### src/design/lpc_pkg.sv
/*
  Shared constants of the LED port controller: register addresses, configuration bit
  positions, port output codes, reset values and timing figures.
  Assumes a 100 MHz system clock; lpc_top names every constant through the package, the bench writes plain values.
*/
package lpc_pkg;

  // ==========================================================================
  // Addresses
  localparam logic [6:0] ADDR_PORT_FIRST = 7'h00;
  localparam logic [6:0] ADDR_PORT_LAST = 7'h09;
  localparam logic [6:0] ADDR_GROUP_FIRST = 7'h0b;
  localparam logic [6:0] ADDR_GROUP_LAST = 7'h0f;
  localparam logic [6:0] ADDR_INPUT_LOW = 7'h0e;
  localparam logic [6:0] ADDR_INPUT_HIGH = 7'h0f;
  localparam logic [6:0] ADDR_CONFIG = 7'h10;

  // Port masks written by the group addresses 0x0f down to 0x0b, in that order.
  localparam logic [4:0][9:0] GROUP_MASK = {10'h300, 10'h0ff, 10'h3ff, 10'h0f0, 10'h00f};

  // ==========================================================================
  // Configuration bit positions
  localparam int CFG_RUN = 0;
  localparam int CFG_CS_RUN = 1;
  localparam int CFG_RAMP = 2;
  localparam int CFG_FADE = 3;
  localparam int CFG_HOLD = 4;
  localparam int CFG_STAGGER = 5;
  localparam int CFG_OSC = 7;

  // ==========================================================================
  // Reset values
  localparam logic [7:0] CFG_RESET_INT = 8'h00;
  localparam logic [7:0] CFG_RESET_EXT = 8'h80;
  localparam logic [7:0] PORT_RESET = 8'hff;

  // ==========================================================================
  // Port output codes
  localparam logic [7:0] CODE_LOW = 8'h00;
  localparam logic [7:0] CODE_INPUT = 8'h01;
  localparam logic [7:0] CODE_SINK = 8'h02;
  localparam logic [7:0] CODE_HIZ = 8'hff;

  // ==========================================================================
  // Timing
  localparam int CLK_HZ = 100_000_000;
  localparam int OSC_HZ = 32_000;
  localparam int OSC_DIV_CYCLES = CLK_HZ / OSC_HZ;
  localparam int CS_WAKE_US = 3000;
  localparam int CS_WAKE_CYCLES = (CS_WAKE_US * (CLK_HZ / 1_000_000));
  localparam logic [7:0] STAGGER_STEP = 8'h20;
  localparam int FRAME_BITS = 16;

  // ==========================================================================
  // Sequence states
  typedef enum logic [2:0]
  {
    LPC_SHUTDOWN = 3'b000,
    LPC_RUN = 3'b001,
    LPC_HOLDOFF = 3'b010,
    LPC_FADEOFF = 3'b011,
    LPC_RAMPUP = 3'b100
  } lpc_seq_t;

endpackage

### src/design/lpc_top.sv
/*
  Register side of a ten port LED driver and I/O expander: serial register port, configuration
  and sequence state, input port readback, output registers with group writes, and PWM drive.
  Assumes the host frames 16-bit words with chip select low, R/W first, then 7 address bits and
  8 data bits, most significant first, sampled on rising serial clock edges. All pins are
  asynchronous to clk_sys and pass two flip-flops first.
*/
// Overview of operation
// - Run write with ramp-up set during hold-off or fade-off returns to run at once.
// - During fade-off, readback shows fade-off set, hold-off, ramp-up and run clear.
// - During hold-off, readback shows hold-off set, fade-off, ramp-up and run clear.
// - Ramp-up shows ramp-up and run set; run shows only run set, shutdown shows no sequence bits.
// - Bit 5 selects in-phase or staggered PWM and reads back as written.
// - Bit 7 makes shared pin data output with internal oscillator, or clock input.
// - Code 0x01 makes a port high impedance logic input with buffer on.
// - Input register bits show pin level for input ports, else zero.
// - Writes to the input registers 0x0e and 0x0f are group writes to ports 0-7 and 8-9.
// - Address 0x0e reads ports seven down to zero.
// - Address 0x0f reads port nine at bit 1, port eight at bit 0.
// - Ten output registers, one per port, at addresses zero to nine.
// - Addresses 0x0b to 0x0f write one value into a group of output registers.
// - Current ports sink statically or with duty 3/256 to 254/256.
// - One variant powers up on internal oscillator, the other on external clock.
// - Bit 0 selects run or shutdown; bit 1 enables wake by chip-select pulse.
// - A PWM period is 256 PWM clock cycles.
// - With stagger on, successive ports are offset by 32 counts.
// - Code 0x00 drives low, 0x02 sinks statically, 0xff is high impedance.
`timescale 1ns/1ps

module lpc_top
#(
  parameter bit EXT_CLK_DEFAULT = 1'b0,
  parameter int CS_WAKE_CYCLES = lpc_pkg::CS_WAKE_CYCLES,
  parameter int HOLD_PERIODS = 8,
  parameter int FADE_PERIODS = 8,
  parameter int RAMP_PERIODS = 8
)
(
  // Clock and reset
  input wire logic clk_sys,
  input wire logic rst,
  // Serial register port
  input wire logic cs_n,
  input wire logic sclk,
  input wire logic din,
  // Shared data out / oscillator pin
  input wire logic dout_osc_i,
  output logic dout_osc_o,
  output logic dout_osc_oe,
  // Port pins, open drain
  input wire logic [9:0] io_port_pins_i,
  output logic [9:0] io_port_pins_o,
  output logic [9:0] io_port_pins_oe,
  output logic [9:0] io_port_cc,
  output logic [9:0] general_input_buffer_en
);

  typedef struct packed
  {
    logic [1:0] cs_s;
    logic [1:0] sclk_s;
    logic [1:0] din_s;
    logic [1:0] osc_s;
    logic [9:0] pin_s1;
    logic [9:0] pin_s2;
    logic sclk_prev;
    logic cs_prev;
    logic osc_prev;
    logic [4:0] bit_cnt;
    logic [15:0] rx;
    logic [7:0] tx;
    logic dout;
    logic dout_oe;
    logic [9:0][7:0] port;
    logic cfg_osc;
    logic cfg_stagger;
    logic cfg_ramp;
    logic cfg_cs_run;
    lpc_pkg::lpc_seq_t seq;
    logic [15:0] seq_cnt;
    logic [11:0] osc_div;
    logic [7:0] pwm_cnt;
    logic [19:0] cs_low_cnt;
    logic [9:0] pin_o;
    logic [9:0] pin_oe;
    logic [9:0] cc;
    logic [9:0] gib;
  } lpc_state_t;

  lpc_state_t s_q;
  lpc_state_t s_d;

  localparam logic [7:0] CFG_RESET = EXT_CLK_DEFAULT ? lpc_pkg::CFG_RESET_EXT : lpc_pkg::CFG_RESET_INT;

  // ==========================================================================
  // Combinational next state
  always_comb
  begin
    logic sclk_rise;
    logic sclk_fall;
    logic frame_start;
    logic frame_end;
    logic pwm_tick;
    logic period_end;
    logic active;
    logic [6:0] addr;
    logic [7:0] data;
    logic [7:0] rd;
    logic [7:0] phase;
    logic [15:0] rx_next;
    sclk_rise = 1'b0;
    sclk_fall = 1'b0;
    frame_start = 1'b0;
    frame_end = 1'b0;
    pwm_tick = 1'b0;
    period_end = 1'b0;
    active = 1'b0;
    addr = 7'h00;
    data = 8'h00;
    rd = 8'h00;
    phase = 8'h00;
    rx_next = 16'h0000;
    s_d = s_q;

    // Pins cross into clk_sys through two flip-flops; only the second stage is read.
    s_d.cs_s = {s_q.cs_s[0], cs_n};
    s_d.sclk_s = {s_q.sclk_s[0], sclk};
    s_d.din_s = {s_q.din_s[0], din};
    s_d.osc_s = {s_q.osc_s[0], dout_osc_i};
    s_d.pin_s1 = io_port_pins_i;
    s_d.pin_s2 = s_q.pin_s1;
    s_d.sclk_prev = s_q.sclk_s[1];
    s_d.cs_prev = s_q.cs_s[1];
    s_d.osc_prev = s_q.osc_s[1];
    sclk_rise = s_q.sclk_s[1] && !s_q.sclk_prev && !s_q.cs_s[1];
    sclk_fall = !s_q.sclk_s[1] && s_q.sclk_prev && !s_q.cs_s[1];
    frame_start = !s_q.cs_s[1] && s_q.cs_prev;
    frame_end = s_q.cs_s[1] && !s_q.cs_prev;

    // ========================================================================
    // PWM clock select
    // clock source select
    if (s_q.cfg_osc)
    begin
      s_d.osc_div = 12'h000;
      pwm_tick = s_q.osc_s[1] && !s_q.osc_prev;
    end
    else if (s_q.osc_div == 12'(lpc_pkg::OSC_DIV_CYCLES - 1))
    begin
      s_d.osc_div = 12'h000;
      pwm_tick = 1'b1;
    end
    else
    begin
      s_d.osc_div = s_q.osc_div + 12'h001;
    end
    if (pwm_tick)
    begin
      s_d.pwm_cnt = s_q.pwm_cnt + 8'h01;
      period_end = (s_q.pwm_cnt == 8'hff);
    end

    // ========================================================================
    // Read data assembled from live state
    // After eight bits the R/W flag sits at bit 7 and the address in the bits below it.
    addr = s_q.rx[6:0];
    if (addr <= lpc_pkg::ADDR_PORT_LAST)
    begin
      rd = s_q.port[4'(addr)];
    end
    else if (addr == lpc_pkg::ADDR_INPUT_LOW)
    begin
      for (int i = 0; i < 8; i++)
      begin
        rd[i] = (s_q.port[i] == lpc_pkg::CODE_INPUT) && s_q.pin_s2[i];
      end
    end
    else if (addr == lpc_pkg::ADDR_INPUT_HIGH)
    begin
      for (int i = 0; i < 2; i++)
      begin
        rd[i] = (s_q.port[i + 8] == lpc_pkg::CODE_INPUT) && s_q.pin_s2[i + 8];
      end
    end
    else if (addr == lpc_pkg::ADDR_CONFIG)
    begin
      rd[lpc_pkg::CFG_OSC] = s_q.cfg_osc;
      rd[lpc_pkg::CFG_STAGGER] = s_q.cfg_stagger;
      rd[lpc_pkg::CFG_HOLD] = (s_q.seq == lpc_pkg::LPC_HOLDOFF);
      rd[lpc_pkg::CFG_FADE] = (s_q.seq == lpc_pkg::LPC_FADEOFF);
      rd[lpc_pkg::CFG_RAMP] = (s_q.seq == lpc_pkg::LPC_RAMPUP);
      rd[lpc_pkg::CFG_CS_RUN] = s_q.cfg_cs_run;
      rd[lpc_pkg::CFG_RUN] = (s_q.seq == lpc_pkg::LPC_RUN) || (s_q.seq == lpc_pkg::LPC_RAMPUP);
    end

    // ========================================================================
    // Serial frame
    if (frame_start)
    begin
      s_d.bit_cnt = 5'd0;
    end
    if (sclk_rise && s_q.bit_cnt != 5'(lpc_pkg::FRAME_BITS))
    begin
      rx_next = {s_q.rx[14:0], s_q.din_s[1]};
      s_d.rx = rx_next;
      s_d.bit_cnt = s_q.bit_cnt + 5'd1;
    end
    // Read data is latched when the address is complete, so it reflects the state at that moment.
    if (sclk_fall && s_q.bit_cnt == 5'd8)
    begin
      s_d.dout = rd[7];
      s_d.tx = {rd[6:0], 1'b0};
    end
    else if (sclk_fall && s_q.bit_cnt > 5'd8)
    begin
      s_d.dout = s_q.tx[7];
      s_d.tx = {s_q.tx[6:0], 1'b0};
    end
    s_d.dout_oe = !s_q.cfg_osc && !s_q.cs_s[1];

    // ========================================================================
    // Sequence timing
    if (period_end && s_q.seq_cnt != 16'h0000)
    begin
      s_d.seq_cnt = s_q.seq_cnt - 16'h0001;
    end
    unique case (s_q.seq)
      lpc_pkg::LPC_HOLDOFF:
      begin
        if (s_q.seq_cnt == 16'h0000)
        begin
          s_d.seq = lpc_pkg::LPC_FADEOFF;
          s_d.seq_cnt = 16'(FADE_PERIODS);
        end
      end
      lpc_pkg::LPC_FADEOFF:
      begin
        if (s_q.seq_cnt == 16'h0000)
        begin
          s_d.seq = lpc_pkg::LPC_SHUTDOWN;
        end
      end
      lpc_pkg::LPC_RAMPUP:
      begin
        if (s_q.seq_cnt == 16'h0000)
        begin
          s_d.seq = lpc_pkg::LPC_RUN;
        end
      end
      lpc_pkg::LPC_SHUTDOWN:
      begin
        if (s_q.cfg_cs_run && !s_q.cs_s[1] && s_q.cs_low_cnt == 20'(CS_WAKE_CYCLES - 1))
        begin
          s_d.seq = s_q.cfg_ramp ? lpc_pkg::LPC_RAMPUP : lpc_pkg::LPC_RUN;
          s_d.seq_cnt = 16'(RAMP_PERIODS);
        end
      end
      lpc_pkg::LPC_RUN:
      begin
      end
    endcase
    if (s_q.cs_s[1])
    begin
      s_d.cs_low_cnt = 20'h00000;
    end
    else if (s_q.cs_low_cnt != 20'(CS_WAKE_CYCLES))
    begin
      s_d.cs_low_cnt = s_q.cs_low_cnt + 20'h00001;
    end

    // ========================================================================
    // Write commit at the end of a full frame
    addr = s_q.rx[14:8];
    data = s_q.rx[7:0];
    if (frame_end && s_q.bit_cnt == 5'(lpc_pkg::FRAME_BITS) && !s_q.rx[15])
    begin
      if (addr <= lpc_pkg::ADDR_PORT_LAST)
      begin
        s_d.port[4'(addr)] = data;
      end
      else if (addr >= lpc_pkg::ADDR_GROUP_FIRST && addr <= lpc_pkg::ADDR_GROUP_LAST)
      begin
        for (int i = 0; i < 10; i++)
        begin
          if (lpc_pkg::GROUP_MASK[3'(addr - lpc_pkg::ADDR_GROUP_FIRST)][i])
          begin
            s_d.port[i] = data;
          end
        end
      end
      else if (addr == lpc_pkg::ADDR_CONFIG)
      begin
        s_d.cfg_osc = data[lpc_pkg::CFG_OSC];
        s_d.cfg_stagger = data[lpc_pkg::CFG_STAGGER];
        s_d.cfg_ramp = data[lpc_pkg::CFG_RAMP];
        s_d.cfg_cs_run = data[lpc_pkg::CFG_CS_RUN];
        if (!data[lpc_pkg::CFG_RUN])
        begin
          if (s_q.seq == lpc_pkg::LPC_RUN || s_q.seq == lpc_pkg::LPC_RAMPUP)
          begin
            s_d.seq = lpc_pkg::LPC_HOLDOFF;
            s_d.seq_cnt = 16'(HOLD_PERIODS);
          end
        end
        else if (s_q.seq == lpc_pkg::LPC_SHUTDOWN)
        begin
          s_d.seq = data[lpc_pkg::CFG_RAMP] ? lpc_pkg::LPC_RAMPUP : lpc_pkg::LPC_RUN;
          s_d.seq_cnt = 16'(RAMP_PERIODS);
        end
        else if (data[lpc_pkg::CFG_RAMP]
                 && (s_q.seq == lpc_pkg::LPC_HOLDOFF || s_q.seq == lpc_pkg::LPC_FADEOFF))
        begin
          s_d.seq = lpc_pkg::LPC_RUN;
          s_d.seq_cnt = 16'h0000;
        end
      end
    end

    // ========================================================================
    // Port drive
    active = (s_q.seq != lpc_pkg::LPC_SHUTDOWN);
    for (int i = 0; i < 10; i++)
    begin
      phase = s_q.pwm_cnt - (s_q.cfg_stagger ? 8'(i * lpc_pkg::STAGGER_STEP) : 8'h00);
      s_d.pin_o[i] = 1'b0;
      s_d.cc[i] = 1'b0;
      s_d.gib[i] = 1'b0;
      s_d.pin_oe[i] = 1'b0;
      if (s_q.port[i] == lpc_pkg::CODE_LOW)
      begin
        s_d.pin_oe[i] = 1'b1;
        s_d.gib[i] = 1'b1;
      end
      else if (s_q.port[i] == lpc_pkg::CODE_INPUT)
      begin
        s_d.gib[i] = 1'b1;
      end
      else if (s_q.port[i] == lpc_pkg::CODE_SINK)
      begin
        s_d.pin_oe[i] = active;
        s_d.cc[i] = active;
      end
      else if (s_q.port[i] != lpc_pkg::CODE_HIZ)
      begin
        s_d.pin_oe[i] = active && (phase < s_q.port[i]);
        s_d.cc[i] = s_d.pin_oe[i];
      end
    end
  end

  // ==========================================================================
  // State register
  always_ff @(posedge clk_sys)
  begin
    if (rst)
    begin
      s_q <= '0;
      s_q.cs_s <= 2'b11;
      s_q.cs_prev <= 1'b1;
      s_q.bit_cnt <= 5'(lpc_pkg::FRAME_BITS);
      s_q.port <= {10{lpc_pkg::PORT_RESET}};
      s_q.cfg_osc <= CFG_RESET[lpc_pkg::CFG_OSC];
      s_q.seq <= lpc_pkg::LPC_SHUTDOWN;
    end
    else
    begin
      s_q <= s_d;
    end
  end

  assign dout_osc_o = s_q.dout;
  assign dout_osc_oe = s_q.dout_oe;
  assign io_port_pins_o = s_q.pin_o;
  assign io_port_pins_oe = s_q.pin_oe;
  assign io_port_cc = s_q.cc;
  assign general_input_buffer_en = s_q.gib;

endmodule

### config.mk
export PLATFORM = sky130hd
export DESIGN_NAME = lpc_top
export DESIGN_NICKNAME = d
export VERILOG_FILES = /design/src/design/lpc_pkg.sv /design/src/design/lpc_top.sv
export SDC_FILE = /design/constraint.sdc
export NUM_CORES = 1
export LEC_CHECK = 0
export ABC_AREA = 1
export BUFFER_PORTS_ARGS = -buffer_cell sky130_fd_sc_hd__buf_2
export CELL_PAD_IN_SITES_DETAIL_PLACEMENT = 2
export CELL_PAD_IN_SITES_GLOBAL_PLACEMENT = 2
export CORE_MARGIN = 2
export CORE_UTILIZATION = 36
export CTS_BUF_LIST = sky130_fd_sc_hd__clkbuf_2 sky130_fd_sc_hd__clkbuf_4 sky130_fd_sc_hd__clkbuf_8
export DETAILED_ROUTE_END_ITERATION = 6
export PLACE_DENSITY = 0.9
export SYNTH_ARGS = -nofsm -noshare
export SYNTH_HDL_FRONTEND = slang
export SYNTH_SLANG_ARGS = --single-unit
### constraint.sdc
create_clock -name clk_sys -period 2.73 [get_ports clk_sys]
set_input_delay 0.4095 -clock clk_sys [delete_from_list [all_inputs] [get_ports clk_sys]]
set_output_delay 0.4095 -clock clk_sys [all_outputs]
set_load 0.05 [all_outputs]
; After elaboration in Yosys (flattened, before gate mapping)
; Memory sizes are Yosys's and may differ from the RTL's.
; Index checks and enable logic that the tools add are counted.
[op_classes]
n_addsub = 13
magnitude_cmp = 19
n_eq_ne = 45
mux = 118
bitwise = 2
reduce_logical = 98
[ops]
columns = op, n
row1 = $mux 19, 10
row2 = $mux 80, 2
row3 = $mux 8, 17
row4 = $bwmux 80, 1
row5 = $eq 8x1->1 const B, 10
row6 = $eq 8x2->1 const B, 10
row7 = $logic_not 8->1, 10
row8 = $lt 8x8->1, 10
row9 = $ne 8x8->1 const B, 10
row10 = $mux 1, 67
row11 = $logic_and 1x1->1, 39
row12 = $bmux 8 s4, 1
row13 = $demux 8 s4, 1
row14 = $pmux 16 s2, 1
row15 = $sub 8x8->8, 4
row16 = $reduce_and 3->1, 10
row17 = $reduce_bool 2->1, 13
row18 = $reduce_or 2->1, 11
row19 = $le 7x4->1 const B, 3
row20 = $mux 21, 1
row21 = $add 20x1->20 const B, 1
row22 = $eq 20x19->1 const B, 1
row23 = $ne 20x19->1 const B, 1
row24 = $mux 6, 3
row25 = 40 further kinds, 58
[totals]
reg_bits = 244
mem_bits_ro = 80
input_bits = 16
output_inout_bits = 42
wordCells = 342
memories = 1
[memory_table]
columns = name, depth, width, rd, rd_ports_with_merged_regs, write_ports, line_no
row1 = (no name shown), 8, 10, 1, 0, 0, lpc_top.sv:285  ; if (lpc_pkg::GROUP_MASK[3'(addr - lpc_pkg::ADDR_GROUP_FIRST)][i])

; Depth between registers and ports, before layout
[depth]
word_depth = 15
mapped_depth = 14
ltp_nobuf = 14

; Worst setup path after synthesis
; Ideal clock, no wire load.
[synth_path]
kind = register to register
startpoint = reg s_q[65] (netlist bit)
endpoint = reg s_q, in the netlist io_port_pins_oe[3]
setup_ns = 0.123
arrival_time_ns = 2.059
required_ns = 2.607
path_slack_ns = 0.548
path_stages_with_launch = 13
path_buffers = 0
synth_period_minus_slack_ns = 2.182
path_cell_list = dfxtp_1 > inv_1 > ha_1 > inv_1 > fa_1 > xnor2_1 > ha_1 > nand2_1 > o21a_1 > nand4_1 > nor2_1 > o21ai_0 > nand2_1
[synth_between]
elab_chain_cells = 7
[synth_rtl]
columns = item, line_no
row1 = "start, declared", lpc_top.sv:90  ; lpc_state_t s_q;
row2 = $sub 8x7->8, lpc_top.sv:324  ; phase = s_q.pwm_cnt - (s_q.cfg_stagger ? 8'(i * lpc_pkg::STAGGER_STEP) : 8'h00);
row3 = $lt 8x8->1, lpc_top.sv:345  ; s_d.pin_oe[i] = active && (phase < s_q.port[i]);
row4 = $logic_and 1x1->1, lpc_top.sv:345
row5 = $mux 1, lpc_top.sv:343  ; else if (s_q.port[i] != lpc_pkg::CODE_HIZ)
row6 = $mux 1, lpc_top.sv:338  ; else if (s_q.port[i] == lpc_pkg::CODE_SINK)
row7 = $mux 1, -
row8 = $mux 1, lpc_top.sv:329  ; if (s_q.port[i] == lpc_pkg::CODE_LOW)
; No other way between the ends.
; A chain may end at the register's enable or synchronous reset.

; Worst setup path in the final report
[layout_path]
startpoint = reg s_q[67] (netlist bit)
endpoint = reg s_q, in the netlist io_port_pins_oe[5]
[layout_between]
elab_chain_cells = 7
[layout_rtl]
columns = item, line_no
row1 = $sub 8x8->8, lpc_top.sv:324
row2 = $lt 8x8->1, lpc_top.sv:345
row3 = $logic_and 1x1->1, lpc_top.sv:345
row4 = $mux 1, lpc_top.sv:343
row5 = $mux 1, lpc_top.sv:338
row6 = $mux 1, -
row7 = $mux 1, lpc_top.sv:329
; No other way between the ends.

==> results.ini <==
[outcome]
status = completed

[cells_and_area]
layout.filler_cells = 4055
ff_latch_area_um2 = 4690
drive_gt1_share_pct = 9.81
antenna_cells = 0
finalNetCount = 1959
multi_input_area_um2 = 6570
syn_to_final_growth_pct = 13.1

[clock_tree]
cts_sinks = 234
worst_skew_pair.late_latency_ps = 610
clk_pin_slew_worst_paths_ps = 80
cts_buffers = 44
cts_buffer_depth = 3
cts_max_level = 2
cts_tree = done
cts-root-buf = clkbuf_8

[detailed_routing]
drtIter0Drc = 1162
wire_per_inst_um = 26.0
drc = 0
postRouteAntennaNets = 0
viasPerCell = 5.96
dr.pass1.iters = 5
num_vias = 13956
routed_wl_mm = 60.8

[pwr]
power.total_w = 0.00745
powerDensity_nw_per_um2 = 519
vdd_drop_max_uv = 379
p_leak_nw = 7.52

[yosys]
synth_edf_count = 0
async_reset_ff_share_pct = 0
yosysWarnings = 0
synth-main-ff-cell = dfxtp_1
synth_common_cells = nand2_1 (372), inv_1 (260), dfxtp_1 (234), nor2_1 (198), a21oi_1 (109)
synth_top_area_share_pct = 36.9
synthCells = 1802
netlist_top_cells_area = dfxtp_1 (37%), nand2_1 (11%), ha_1 (8.2%), inv_1 (7.7%), nor2_1 (5.9%)
yosysTopAreaCell = dfxtp_1
synth.most_common_cell = nand2_1
ys_types = 37
syn-cell-area_um2 = 12700
ys_seq_area_share_pct = 36.9
avgSynthCellArea_um2 = 7.04
synth-seq-cells = 234

[floorplanning]
design.die.area_um2 = 36800
ioPinCount = 58
initial_utilization_pct = 36.7
die_y_um = 192
core_um2 = 34600
dieWidth_um = 192
row_count = 68

[sta]
relSlewSlack_pct = 37.1
worst_clock_skew_ps = 32.8
fin_setup_tns_ps = 0
finalWorstSetupSlack_ps = 57.7
worst-slew-pin-transition_ps = 936
finalCritPeriodShare_pct = 97.9
maxSlewViolCount = 0
fmax_ghz = 0.374
rsz0062_at_grt = yes
whs_ps = 18.8
setup_viol_count_final = 0
fin_crit_ps = 2670
final_hold_viol_count = 0

[grt]
grt_max_degree = 46
antenna_found_initial = 1
grt_usage_pct = 33.2
grt_pass1_vias = 15505
gr-total-overflow = 0
grt_pass1_wl_mm = 93.1

[critical_path]
end_kind = register
ff2ff_setup_slack_ps = 60
crit_required_ps = 3200
cp.arrival_ps = 3140
critPathLaunchType = register
path_max_fanout = 4
crit_type = reg -> reg
r2r_end = io_port_pins_oe[5]$_SDFF_PP0_
r2r_cells = 10
r2r_start = s_q[67]$_SDFFE_PP0P_

[worst_hold_path]
hold_class = in -> reg
worstHoldEndpoint = s_d[218]$_SDFF_PP0_
hold_start = io_port_pins_i[1]
hold_depth = 3

[flow_run]
maxCapViolCount = 0

[placement]
hpwlAfterDp_mm = 36.7
portBuffers = 47
place_ws_ps = 9.65
gp_congestion = 0.938

flip-flops by register name, summed over array words and instances, names as in the netlist:
register / cells
dout_osc_o: 1
general_input_buffer_en: 10
dout_osc_oe: 1
s_d: 17
io_port_pins_oe: 10
io_port_cc: 10
s_q: 185
worst max-delay path by stage:
stage	startpoint	slack (ps)	end	cells past startpoint
final	s_q[67]$_SDFFE_PP0P_	60	io_port_pins_oe[5]$_SDFF_PP0_	10
after CTS	s_q[65]$_SDFFE_PP0P_	10	io_port_cc[7]$_SDFF_PP0_	12
after global placement	s_q[101]$_SDFFE_PP0P_	330	io_port_cc[9]$_SDFF_PP0_	10
after global routing	s_q[67]$_SDFFE_PP0P_	-20	io_port_cc[6]$_SDFF_PP0_	9
after floorplan	s_q[65]$_SDFFE_PP0P_	550	io_port_pins_oe[3]$_SDFF_PP0_	12
after detailed placement	s_q[101]$_SDFFE_PP0P_	10	io_port_cc[7]$_SDFF_PP0_	11
per-stage QoR:
step                cell area (µm²)  util, %  cells
floorplan                     12700        -   1811
global placement              13300     38.5   2261
detailed placement            13300     38.5   2261
CTS                           14300     41.3   2340
global route                  14400     41.4   2341
finish                        14400     41.4   2341
timing repair:
| action | CTS | global route |
|---|---|---|
| endpoints found under the hold margin | 6 | 0 |
| setup endpoints to repair | 6 | 16 |
| buffers inserted | 0 | 0 |
| resized for setup | 4 | 10 |
| pin swaps | 0 | 2 |
| hold buffers | 6 | 0 |
| cloned | 0 | 1 |
critical path: stages, from the launching register on:
cell and delay [ps]:
dfxtp_1 620, xor2_1 460, xor2_1 220, ha_1 370, nand2_1 90, nor2_1 140, nand2_1 90, nand4_1 100
nor2_1 60, o21ai_0 280, nand2_1 110
routing by layer:
metal	vias up	wire length, µm	global-route usage [%]
met5	-	0	0
met1	6970	23700	37.8
met4	0	3950	20.9
met3	283	4190	7.18
met2	664	29000	56.3
li1	6039	-	-
cells in the final DEF (no fill, tap or decap), drive strengths merged, types with 6 or more instances in the layout:
master and n:
nand2 372, inv 260, dfxtp 234, nor2 198, a21oi 109, buf 91, o211ai 87, o21ai 83
ha 83, nand3 81, clkbuf 64, nand4 52, nor3 41, nor4 24, o21a 12, conb 10
clkinv 10, or2 7, xor2 7, a211oi 7, dlygate4sd3 6, xnor2 6
power by group:
part,switching [W],total [W],internal [W]
Sequential,0.0000241,0.00347,0.00345
Combinational,0.000187,0.000253,0.0000661
Clock,0.00175,0.00373,0.00198
area by class of cell:
cell class	count	share of cell area [%]
flip-flops and latches	234	32.7
repair inverters	1	0.0349
well taps	455	3.97
clock buffers	64	5.61
multi-input cells	1217	45.8
clock inverters	9	0.532
repair buffers	97	4.45
inverters	264	6.94
logic make-up (layout without fill, tap and decap cells):
kind of cell / count (synthesis) / after routing / synth area share, %
flip-flops: 234 / 234 / 36.9
AND/OR/NAND/NOR: 786 / 786 / 26.4
buffers and inverters: 360 / 435 / 12.0
adder cells (fa/ha/maj): 84 / 84 / 8.34
other: 1 / 10 / 0.0295
AO/OA/AOI/OAI: 324 / 324 / 15.4
XOR/XNOR: 13 / 13 / 0.897
No activity file was read; power rests on OpenSTA's default activity.
